--- config.mk ---
export PLATFORM = sky130hd
export DESIGN_NAME = sp_dp_regs
export DESIGN_NICKNAME = d
export VERILOG_FILES = /design/src/sp_dp_pkg.sv /design/src/wb_reg_slave.sv /design/src/sp_dp_regs.sv
export SDC_FILE = /design/constraint.sdc
export NUM_CORES = 1
export LEC_CHECK = 0
export ABC_CLOCK_PERIOD_IN_PS = 3800
export BUFFER_PORTS_ARGS = -buffer_cell sky130_fd_sc_hd__buf_2
export CORE_MARGIN = 4
export CORE_UTILIZATION = 25
export CTS_CLUSTER_DIAMETER = 120
export CTS_CLUSTER_SIZE = 40
export DETAILED_ROUTE_END_ITERATION = 6
export PLACE_DENSITY_LB_ADDON = 0.25
export SYNTH_ARGS = -nofsm -noshare
export SYNTH_HDL_FRONTEND = slang
export SYNTH_HIERARCHICAL = 1
export SYNTH_SLANG_ARGS = --single-unit
--- constraint.sdc ---
create_clock -name clock -period 3.8 [get_ports clock]
set_input_delay 0.19 -clock clock [delete_from_list [all_inputs] [get_ports clock]]
set_output_delay 0.19 -clock clock [all_outputs]
set_load 0.01 [all_outputs]
--- src/sp_dp_pkg.sv ---
// package: register map, reset values and carriers for the stack and data pointer block
package sp_dp_pkg;
  localparam logic [7:0] stack_top_pointer_offset = 8'h81;
  localparam logic [7:0] indirect_pointer_low_offset = 8'h82;
  localparam logic [7:0] indirect_pointer_high_offset = 8'h83;
  localparam logic [7:0] core_ctrl_offset = 8'h84;
  localparam logic [7:0] stack_top_pointer_reset = 8'h07;
  localparam logic [7:0] indirect_pointer_low_reset = 8'h00;
  localparam logic [7:0] indirect_pointer_high_reset = 8'h00;
  localparam int page_width = 8;

  // core-side stack and pointer strobes
  typedef struct packed {
    logic push;
    logic pop;
    logic ptr_inc;
  } core_req_type;

  typedef enum logic [1:0] {
    bus_idle = 2'b00,
    bus_ack = 2'b01
  } bus_state_type;
endpackage : sp_dp_pkg

--- src/wb_reg_slave.sv ---
// wishbone classic slave: one-cycle ack, decodes the byte address into a register index
module wb_reg_slave
  import sp_dp_pkg::*;
(
  input wire logic clock,
  input wire logic rst,
  input wire logic cyc_i,
  input wire logic stb_i,
  input wire logic we_i,
  input wire logic [9:0] adr_i,
  input wire logic [3:0] sel_i,
  output logic ack_o,
  output logic wr_pulse,
  output logic rd_pulse,
  output logic [7:0] reg_index,
  output logic lane_ok
);
  bus_state_type state;
  bus_state_type next_state;

  always_comb begin
    next_state = bus_idle;
    unique case (state)
      bus_idle: if (cyc_i && stb_i) next_state = bus_ack;
      bus_ack: next_state = bus_idle;
      default: next_state = bus_idle;
    endcase
  end

  always_ff @(posedge clock or posedge rst) begin
    if (rst) begin
      state <= bus_idle;
    end else begin
      state <= next_state;
    end
  end

  // ack stands one cycle; the master drops the strobe after seeing it
  assign ack_o = (state == bus_ack);
  assign wr_pulse = ack_o && we_i && cyc_i && stb_i;
  // a read is taken at the request edge so its data can stand beside ack
  assign rd_pulse = (state == bus_idle) && !we_i && cyc_i && stb_i;
  assign reg_index = adr_i[9:2];
  assign lane_ok = sel_i[0];
endmodule : wb_reg_slave

--- src/sp_dp_regs.sv ---
// stack pointer and data pointer register file with wishbone access
//
// Notes on behaviour
// RULE_01: the stack pointer holds the top of stack and is incremented before a push writes.
// RULE_02: any reset loads the stack pointer with 0x07 so the first push lands at eight.
// RULE_03: the three registers sit at 0x81, 0x82 and 0x83 on every register page.
// RULE_04: the low pointer register is bits 7 to 0 and its write touches only that byte.
// RULE_05: the high pointer register is bits 15 to 8 and its write touches only that byte.
// RULE_06: the 16-bit pointer addresses external data ram and program flash indirectly.
// RULE_07: software must never write a one into a reserved bit.
// RULE_08: undefined addresses such as 0x97, 0xa2, 0xb3, 0xb4, 0xce, 0xdf do nothing.
// RULE_09: the stack pointer is decremented after a pop or return read.
//
// Register access over Wishbone is this design's own decision.
module sp_dp_regs
  import sp_dp_pkg::*;
(
  input wire logic clock,
  input wire logic rst,
  input wire logic cyc_i,
  input wire logic stb_i,
  input wire logic we_i,
  input wire logic [9:0] adr_i,
  input wire logic [3:0] sel_i,
  input wire logic [31:0] dat_i,
  output logic [31:0] dat_o,
  output logic ack_o,
  input wire logic [page_width-1:0] page_sel,
  input wire core_req_type core_req,
  output logic [7:0] stack_addr,
  output logic [15:0] indirect_pointer
);
  // ------------------------------------------------------------
  // bus front end
  // ------------------------------------------------------------
  logic wr_pulse;
  logic rd_pulse;
  logic [7:0] reg_index;
  logic lane_ok;
  logic ack_int;

  wb_reg_slave u_slave (
    .clock(clock),
    .rst(rst),
    .cyc_i(cyc_i),
    .stb_i(stb_i),
    .we_i(we_i),
    .adr_i(adr_i),
    .sel_i(sel_i),
    .ack_o(ack_int),
    .wr_pulse(wr_pulse),
    .rd_pulse(rd_pulse),
    .reg_index(reg_index),
    .lane_ok(lane_ok)
  );

  // ------------------------------------------------------------
  // registers
  // ------------------------------------------------------------
  logic [7:0] stack_top_pointer;
  logic [7:0] indirect_pointer_low;
  logic [7:0] indirect_pointer_high;
  logic push_enable;
  logic [7:0] next_stack_top_pointer;
  logic [7:0] next_indirect_pointer_low;
  logic [7:0] next_indirect_pointer_high;
  logic next_push_enable;
  logic [31:0] next_dat_o;
  logic [7:0] next_stack_addr;
  logic [15:0] next_indirect_pointer;

  function automatic logic hit(input logic [7:0] idx, input logic [7:0] off);
    return idx == off;
  endfunction : hit

  // page_sel is deliberately ignored: these registers are on all pages
  logic page_unused;
  assign page_unused = ^page_sel;

  always_comb begin
    next_stack_top_pointer = stack_top_pointer;
    next_indirect_pointer_low = indirect_pointer_low;
    next_indirect_pointer_high = indirect_pointer_high;
    next_push_enable = push_enable;
    next_dat_o = 32'h0000_0000;
    // core strobes: push pre-increments, pop post-decrements
    if (core_req.push && push_enable && !core_req.pop) begin
      next_stack_top_pointer = stack_top_pointer + 8'h01; // see RULE_01
    end else if (core_req.pop && !core_req.push) begin
      next_stack_top_pointer = stack_top_pointer - 8'h01; // see RULE_09
    end
    if (core_req.ptr_inc) begin
      {next_indirect_pointer_high, next_indirect_pointer_low} =
        {indirect_pointer_high, indirect_pointer_low} + 16'h0001;
    end
    // software write wins over core update in the same cycle
    if (wr_pulse && lane_ok) begin
      if (hit(reg_index, stack_top_pointer_offset)) begin
        next_stack_top_pointer = dat_i[7:0]; // see RULE_03
      end else if (hit(reg_index, indirect_pointer_low_offset)) begin
        next_indirect_pointer_low = dat_i[7:0]; // see RULE_04
      end else if (hit(reg_index, indirect_pointer_high_offset)) begin
        next_indirect_pointer_high = dat_i[7:0]; // see RULE_05
      end else if (hit(reg_index, core_ctrl_offset)) begin
        next_push_enable = dat_i[0];
      end
      // other indices, reserved ones included, are ignored; see RULE_08
    end
    // read data launches at the request edge so that it stands beside ack
    if (rd_pulse) begin
      if (hit(reg_index, stack_top_pointer_offset)) begin
        next_dat_o = {24'h000000, stack_top_pointer}; // see RULE_03
      end else if (hit(reg_index, indirect_pointer_low_offset)) begin
        next_dat_o = {24'h000000, indirect_pointer_low};
      end else if (hit(reg_index, indirect_pointer_high_offset)) begin
        next_dat_o = {24'h000000, indirect_pointer_high};
      end else if (hit(reg_index, core_ctrl_offset)) begin
        next_dat_o = {31'h00000000, push_enable};
      end
    end
    // stack address seen by a push already carries the increment
    next_stack_addr = next_stack_top_pointer;
    next_indirect_pointer = {next_indirect_pointer_high, next_indirect_pointer_low}; // see RULE_06
  end

  always_ff @(posedge clock or posedge rst) begin
    if (rst) begin
      stack_top_pointer <= stack_top_pointer_reset; // see RULE_02
      indirect_pointer_low <= indirect_pointer_low_reset;
      indirect_pointer_high <= indirect_pointer_high_reset;
      push_enable <= 1'b1;
      dat_o <= 32'h0000_0000;
      stack_addr <= stack_top_pointer_reset;
      indirect_pointer <= 16'h0000;
    end else begin
      stack_top_pointer <= next_stack_top_pointer;
      indirect_pointer_low <= next_indirect_pointer_low;
      indirect_pointer_high <= next_indirect_pointer_high;
      push_enable <= next_push_enable;
      dat_o <= next_dat_o;
      stack_addr <= next_stack_addr;
      indirect_pointer <= next_indirect_pointer;
    end
  end

  // ack leaves the slave combinationally from its state flop
  assign ack_o = ack_int;

  // ------------------------------------------------------------
  // assertions
  // ------------------------------------------------------------
  property p_push_inc;
    @(posedge clock) disable iff (rst)
      (core_req.push && !core_req.pop && push_enable && !wr_pulse)
      |=> stack_top_pointer == $past(stack_top_pointer) + 8'h01;
  endproperty
  a_push_inc: assert property (p_push_inc) else $error("push did not increment"); // see RULE_01

  property p_reset_val;
    @(posedge clock) $fell(rst) |-> stack_top_pointer == 8'h07;
  endproperty
  a_reset_val: assert property (p_reset_val) else $error("stack reset value wrong"); // see RULE_02

  property p_read_sp;
    @(posedge clock) disable iff (rst)
      (rd_pulse && reg_index == 8'h81) |=> dat_o[7:0] == $past(stack_top_pointer);
  endproperty
  a_read_sp: assert property (p_read_sp) else $error("stack read wrong"); // see RULE_03

  property p_low_write;
    @(posedge clock) disable iff (rst)
      (wr_pulse && lane_ok && reg_index == 8'h82)
      |=> indirect_pointer_low == $past(dat_i[7:0])
          && indirect_pointer_high == $past(indirect_pointer_high);
  endproperty
  a_low_write: assert property (p_low_write) else $error("low write wrong"); // see RULE_04

  property p_high_write;
    @(posedge clock) disable iff (rst)
      (wr_pulse && lane_ok && reg_index == 8'h83)
      |=> indirect_pointer_high == $past(dat_i[7:0])
          && indirect_pointer_low == $past(indirect_pointer_low);
  endproperty
  a_high_write: assert property (p_high_write) else $error("high write wrong"); // see RULE_05

  property p_ptr_out;
    @(posedge clock) disable iff (rst)
      indirect_pointer == {indirect_pointer_high, indirect_pointer_low};
  endproperty
  a_ptr_out: assert property (p_ptr_out) else $error("pointer output mismatch"); // see RULE_06

  property p_reserved;
    @(posedge clock) disable iff (rst)
      (wr_pulse && reg_index == 8'h97 && !core_req.push && !core_req.pop && !core_req.ptr_inc)
      |=> $stable(stack_top_pointer) && $stable(indirect_pointer);
  endproperty
  a_reserved: assert property (p_reserved) else $error("reserved write had effect"); // see RULE_08

  property p_pop_dec;
    @(posedge clock) disable iff (rst)
      (core_req.pop && !core_req.push && !wr_pulse)
      |=> stack_top_pointer == $past(stack_top_pointer) - 8'h01;
  endproperty
  a_pop_dec: assert property (p_pop_dec) else $error("pop did not decrement"); // see RULE_09

  // ------------------------------------------------------------
  // bus, reset and pointer checks
  // ------------------------------------------------------------
  // these watch the outputs stack_addr, indirect_pointer, dat_o and ack_o, except p_push_pop, p_push_off and p_lane_off, which watch stack_top_pointer
  property p_ptr_inc;
    @(posedge clock) disable iff (rst)
      (core_req.ptr_inc && !wr_pulse)
      |=> indirect_pointer == $past(indirect_pointer) + 16'h0001;
  endproperty
  a_ptr_inc: assert property (p_ptr_inc) else $error("pointer did not step"); // see RULE_06

  property p_ptr_hold;
    @(posedge clock) disable iff (rst)
      (!core_req.ptr_inc && !wr_pulse) |=> $stable(indirect_pointer);
  endproperty
  a_ptr_hold: assert property (p_ptr_hold) else $error("pointer moved alone"); // see RULE_06

  property p_push_addr;
    @(posedge clock) disable iff (rst)
      (core_req.push && !core_req.pop && push_enable && !wr_pulse)
      |=> stack_addr == $past(stack_top_pointer) + 8'h01;
  endproperty
  a_push_addr: assert property (p_push_addr) else $error("push address wrong"); // see RULE_01

  property p_pop_addr;
    @(posedge clock) disable iff (rst)
      (core_req.pop && !core_req.push && !wr_pulse)
      |=> stack_addr == $past(stack_top_pointer) - 8'h01;
  endproperty
  a_pop_addr: assert property (p_pop_addr) else $error("pop address wrong"); // see RULE_09

  property p_push_pop;
    @(posedge clock) disable iff (rst)
      (core_req.push && core_req.pop && !wr_pulse) |=> $stable(stack_top_pointer);
  endproperty
  a_push_pop: assert property (p_push_pop) else $error("push with pop moved stack"); // see RULE_01

  // a gated push must not leave the stack half updated
  property p_push_off;
    @(posedge clock) disable iff (rst)
      (core_req.push && !core_req.pop && !push_enable && !wr_pulse)
      |=> $stable(stack_top_pointer);
  endproperty
  a_push_off: assert property (p_push_off) else $error("gated push moved stack"); // see RULE_01

  property p_reset_addr;
    @(posedge clock) $fell(rst) |-> stack_addr == stack_top_pointer_reset;
  endproperty
  a_reset_addr: assert property (p_reset_addr) else $error("stack address reset wrong"); // see RULE_02

  property p_reset_ptr;
    @(posedge clock)
      $fell(rst) |-> indirect_pointer == {indirect_pointer_high_reset, indirect_pointer_low_reset};
  endproperty
  a_reset_ptr: assert property (p_reset_ptr) else $error("pointer reset wrong"); // see RULE_06

  property p_read_low;
    @(posedge clock) disable iff (rst)
      (rd_pulse && reg_index == 8'h82) |=> dat_o[7:0] == $past(indirect_pointer_low);
  endproperty
  a_read_low: assert property (p_read_low) else $error("low read wrong"); // see RULE_04

  property p_read_high;
    @(posedge clock) disable iff (rst)
      (rd_pulse && reg_index == 8'h83) |=> dat_o[7:0] == $past(indirect_pointer_high);
  endproperty
  a_read_high: assert property (p_read_high) else $error("high read wrong"); // see RULE_05

  property p_read_reserved;
    @(posedge clock) disable iff (rst)
      (rd_pulse && reg_index == 8'h97) |=> dat_o == 32'h0000_0000;
  endproperty
  a_read_reserved: assert property (p_read_reserved) else $error("reserved read not zero"); // see RULE_08

  property p_read_ctrl;
    @(posedge clock) disable iff (rst)
      (rd_pulse && reg_index == core_ctrl_offset) |=> dat_o[31:1] == 31'h00000000;
  endproperty
  a_read_ctrl: assert property (p_read_ctrl) else $error("control spare bits set"); // see RULE_08

  property p_upper_zero;
    @(posedge clock) disable iff (rst)
      dat_o[31:8] == 24'h000000;
  endproperty
  a_upper_zero: assert property (p_upper_zero) else $error("upper read bits set"); // see RULE_03

  property p_ack_one;
    @(posedge clock) disable iff (rst)
      ack_o |=> !ack_o;
  endproperty
  a_ack_one: assert property (p_ack_one) else $error("ack longer than one cycle"); // see RULE_03

  property p_ack_follows;
    @(posedge clock) disable iff (rst)
      (cyc_i && stb_i && !ack_o) |=> ack_o;
  endproperty
  a_ack_follows: assert property (p_ack_follows) else $error("request not acked"); // see RULE_03

  property p_idle_ack;
    @(posedge clock) disable iff (rst)
      (!(cyc_i && stb_i) && !ack_o) |=> !ack_o;
  endproperty
  a_idle_ack: assert property (p_idle_ack) else $error("ack without request"); // see RULE_03

  property p_lane_off;
    @(posedge clock) disable iff (rst)
      (wr_pulse && !lane_ok && !core_req.push && !core_req.pop && !core_req.ptr_inc)
      |=> $stable(stack_top_pointer) && $stable(indirect_pointer);
  endproperty
  a_lane_off: assert property (p_lane_off) else $error("masked write had effect"); // see RULE_04
endmodule : sp_dp_regs

## Word-level counts from Yosys, hierarchy flattened

Index checks and enable logic that the tools add are counted.

| storage, ports and cells | value |
|---|---|
| register bits | 74 |
| input port bits | 62 |
| word-level logic and storage cells | 54 |

| cells by class | value |
|---|---|
| add/sub/neg operators | 3 |
| equality and inequality tests | 5 |
| mux-type cells | 20 |
| bitwise operators | 3 |
| reductions and logical operators | 16 |

Operators by type and width:

| kind | count |
|---|---|
| $mux 8 | 17 |
| $eq 8x8->1 const B | 4 |
| $add 16x1->16 const B | 1 |
| $logic_and 1x1->1 | 11 |
| $add 8x1->8 const B | 1 |
| $sub 8x1->8 const B | 1 |
| $reduce_and 5->1 | 1 |
| $logic_not 1->1 | 3 |
| $mux 1 | 3 |
| $not 1->1 | 3 |
| $logic_not 2->1 | 1 |
| $eq 1x1->1 const B | 1 |

## Longest topological paths before layout

| depth | value |
|---|---|
| word-level depth | 6 |
| gate-level depth with buffers | 8 |
| gate-level depth less buffers | 6 |

## Modules after synthesis

The synthesis kept the hierarchy.

Modules (own cells, without submodules):

| module | times used | cells each | area each (sq um) |
|---|---|---|---|
| sp_dp_regs | 1 | 249 | 2169.6 |
| wb_reg_slave | 1 | 14 | 127.6 |

## Worst setup path after synthesis

No wires, ideal clock.

| timing path | value |
|---|---|
| path type | register to register |
| from | register stack_top_pointer[2] |
| to | register stack_top_pointer[7] |
| arrival time | 1608 ps |
| slack | 2068 ps |
| stages on the path, launching flop included | 7 |
| clock period less this slack | 1732 ps |
| cell sequence | dfstp_2 clkbuf_1 nand3_1 nor4_1 a31oi_1 xnor2_1 mux2_2 |

| between the ends | value |
|---|---|
| word-level cells in the longest chain between the ends | 5 |
| elaborated cells between the ends (all ways) | 6 |
| those cells by class | add/sub (2); mux (4) |

RTL lines:

| element | line | text |
|---|---|---|
| from (decl) | sp_dp_regs.sv:60 | `logic [7:0] stack_top_pointer;` |
| from (signal assigned) | sp_dp_regs.sv:128 | `stack_top_pointer <= stack_top_pointer_reset;` |
| from (signal assigned) | sp_dp_regs.sv:136 | `stack_top_pointer <= next_stack_top_pointer;` |
| $sub 8x1->8 | sp_dp_regs.sv:90 | `next_stack_top_pointer = stack_top_pointer - 8'h01;` |
| $mux 8 | sp_dp_regs.sv:89 | `end else if (core_req.pop && !core_req.push) begin` |
| $mux 8 (*) | sp_dp_regs.sv:87 | `if (core_req.push && push_enable && !core_req.pop) begin` |
| $mux 8 | sp_dp_regs.sv:98 | `if (hit(reg_index, stack_top_pointer_offset)) begin` |
| $mux 8 (*) | sp_dp_regs.sv:97 | `if (wr_pulse && lane_ok) begin` |
| net next_stack_addr[7] | sp_dp_regs.sv:69 | `logic [7:0] next_stack_addr;` |

The timed path passes the listed nets; every way through them passes the cells marked *.
A chain may end at the register's enable or synchronous reset.

## Final worst setup path

| timing path | value |
|---|---|
| from | register push_enable |
| to | register stack_top_pointer[7] |

| between the ends | value |
|---|---|
| word-level cells in the longest chain between the ends | 5 |

RTL lines:

| element | line | text |
|---|---|---|
| from (decl) | sp_dp_regs.sv:63 | `logic push_enable;` |
| from (signal assigned) | sp_dp_regs.sv:139 | `push_enable <= next_push_enable;` |
| $logic_and 1x1->1 (*) (2 in series) | sp_dp_regs.sv:87 |  |
| $mux 8 (*) | sp_dp_regs.sv:87 |  |
| $mux 8 | sp_dp_regs.sv:98 |  |
| $mux 8 (*) | sp_dp_regs.sv:97 |  |
| net next_stack_addr[7] | sp_dp_regs.sv:69 |  |

Marks and branches as above.

==> impl_metrics.ini <==
[outcome]
outcome = completed

[timing]
period_minus_slack_ns = 1.86
rsz0062_at_grt = false
fin_tns_setup_ns = 0
fin_crit_sh = 0.489
fmax_mhz = 539
drv_slew = 0
tightestPinTransition_ns = 0.618
slew_headroom = 0.587
hold_viol_final = 0
setup_viol = 0
clock_skew_ns = 0.00324

[finish]
multi_input_area_um2 = 1180
nFillCells = 973
fin_nets = 373
seq_area_um2 = 856
final_util = 0.295
area_delta_synth_final_pct = 13.5
final_layout_size_suffix_gt1_frac = 0.243
most-common-layout-cells = buf_2, dfrtp_1, nand2_1, conb_1, nor2_1
final_common_cell = buf_2
diodes = 0

[clock_tree]
clkTransAtPathRegs_ns = 0.07
clk_latency_ns = 0.29
cts-root-buf = clkbuf_8
cts.sinks = 34
cts_resized = 0
cts_made_buffers = 5
cts_buffer_depth = 2
ctsHtreeMaxLevel = 2
cts_tree = done

[floorplan]
io_pins = 119
start_util = 0.260
die_h_um = 104
die_area_um2 = 10800
rows = 34
core_region_area_um2 = 8850
die_w_um = 104

[critical_path]
crit_type = reg -> reg
worstSetupStartpoint = push_enable
cp_max_fo = 5
startpoint_type = register
ff2ff_setup_slack_ns = 1.94
arrival_ns = 2.03
cp.required_ns = 3.97
end_kind = register
r2r-start = push_enable

[routing]
vias = 1914
wl_um = 6030
avgRoutedWirePerCell_um = 14.4
drt_first_iter_violations = 64
route.detailed.drc = 0
route.antenna.remaining_nets = 0
dr.pass1.iters = 4
via_per_inst = 4.59

[power_and_ir_drop]
p_leak_nw = 1.20
p_seq_frac = 0.465
clockPowerShare = 0.213
power.density_nw_per_um2 = 501
ir_worst_vdd_v = 0.000195
p_sw_frac = 0.388
p_int_mw = 0.799
p_sw_mw = 0.506
total_power_mw = 1.31
power_frac_comb = 0.322

[logic_synthesis]
synthArstFlopShare = 1.00
yosysUniqueCellTypes = 46
ys_ff_latch = 34
seq_area_frac_synth = 0.373
syn_avg_cell_area_um2 = 8.73
syn_area_um2 = 2300
yosysWarnings = 6
synth_edf_count = 0
syn-instance-count = 263
yosys_most_used_dff = dfrtp_1

[grt]
overflow = 0
met1_usage = 0.156
grt_start_max_net_pins = 34
grtUsageTotal = 0.115
antenna_found_initial = 0
grt_pass1_wl_um = 10100
grt_pass1_vias = 1907
busiest_layer = met2
use_met3 = 0.0230
grt_use_met2 = 0.188

[job]
max-cap-violations = 0

[placement]
dp_hpwl_um = 4830
gp_congestion = 0.759
numPortBuffers = 57

[worst_hold_path]
hp-class = in -> reg
worstHoldStart = dat_i[2]
## registers in the layout (all words and copies together), names as in the netlist
name and cells:
indirect_pointer_high 7, stack_top_pointer 8, u_slave/state 1, push_enable 1
indirect_pointer 2, dat_o 8, indirect_pointer_low 7
## layout make-up
cell class,count,area share
well taps,108,0.0518
repair buffers,59,0.116
clock buffers,7,0.0331
flip-flops and latches,34,0.328
multi-input cells,198,0.454
inverters,10,0.0144
clock inverters,1,0.00192
## kinds of logic after synthesis
logic type | synth area share
AO/OA/AOI/OAI | 0.129
XOR/XNOR | 0.0839
adder cells (fa/ha/maj) | 0.0163
buffers and inverters | 0.150
flip-flops | 0.373
multiplexers | 0.0142
other | 0.00163
AND/OR/NAND/NOR | 0.233
## through the flow
step                instance area (um^2)  std cells  hold WS (ns)  setup slack [ns]
finish                              2610        417         0.155              1.94
global route                        2610        417         0.169              1.80
CTS                                 2610        417         0.153              1.97
detailed placement                  2500        408        0.0391              1.90
global placement                    2500        408        0.0360              1.92
floorplan                           2380        286       -0.0813              2.07
## critical path, cell delays in order (launching register included)
cell	delay, ns
dfstp_2	0.57
nand3b_1	0.16
nor4_1	0.40
a31oi_1	0.19
xnor2_1	0.16
mux2_2	0.26
## power groups by stage
stage	combinational [mW]	clock [mW]	sequential [mW]
3_5_place_dp	0.424	0	0.616
2_1_floorplan	0.296	0	0.592
4_1_cts	0.427	0.286	0.609
5_1_grt	0.477	0.300	0.631
3_3_place_gp	0.416	0	0.614
6_report	0.421	0.278	0.606
## Yosys cell counts, types with 2 or more instances
library cell,n,share of area
dfstp_2,4,0.046
nand2_1,25,0.041
nor3_1,2,0.0044
and4_1,4,0.015
dfrtp_1,30,0.33
nand4_1,3,0.0082
and3_1,6,0.016
a31oi_1,2,0.0054
a22oi_1,8,0.026
mux2_2,2,0.0098
nor2b_1,8,0.022
ha_1,3,0.016
nor3b_1,2,0.0065
nand3_1,9,0.020
xnor2_1,15,0.057
a21oi_1,17,0.037
xor2_1,7,0.027
clkbuf_1,4,0.0065
and3b_1,2,0.0076
nor2_1,22,0.036
inv_1,10,0.016
nand2b_1,2,0.0054
buf_2,4,0.0087
o21ai_0,17,0.037
buf_4,34,0.11
## worst paths after layout
check                                       end  depth (start not counted)
setup / recovery           stack_top_pointer[7]                          5
hold / removal             stack_top_pointer[2]                          3
setup reg to reg           stack_top_pointer[7]                          5
hold reg to reg                u_slave/state[0]                          1
max in group asynchronous  stack_top_pointer[1]                          4
min in group asynchronous      u_slave/state[0]                          3
## timing repair
action                                 4_1_cts  5_1_grt
endpoints found under the hold margin        1        0
buffers inserted                             0        0
hold buffers                                 1        0
## layer usage
layer,wire (um),vias to the layer above
met5,0,-
met4,46,0
met3,266,5
met2,2940,53
met1,2770,919
li1,-,937
(Power assumes the default switching activity.)
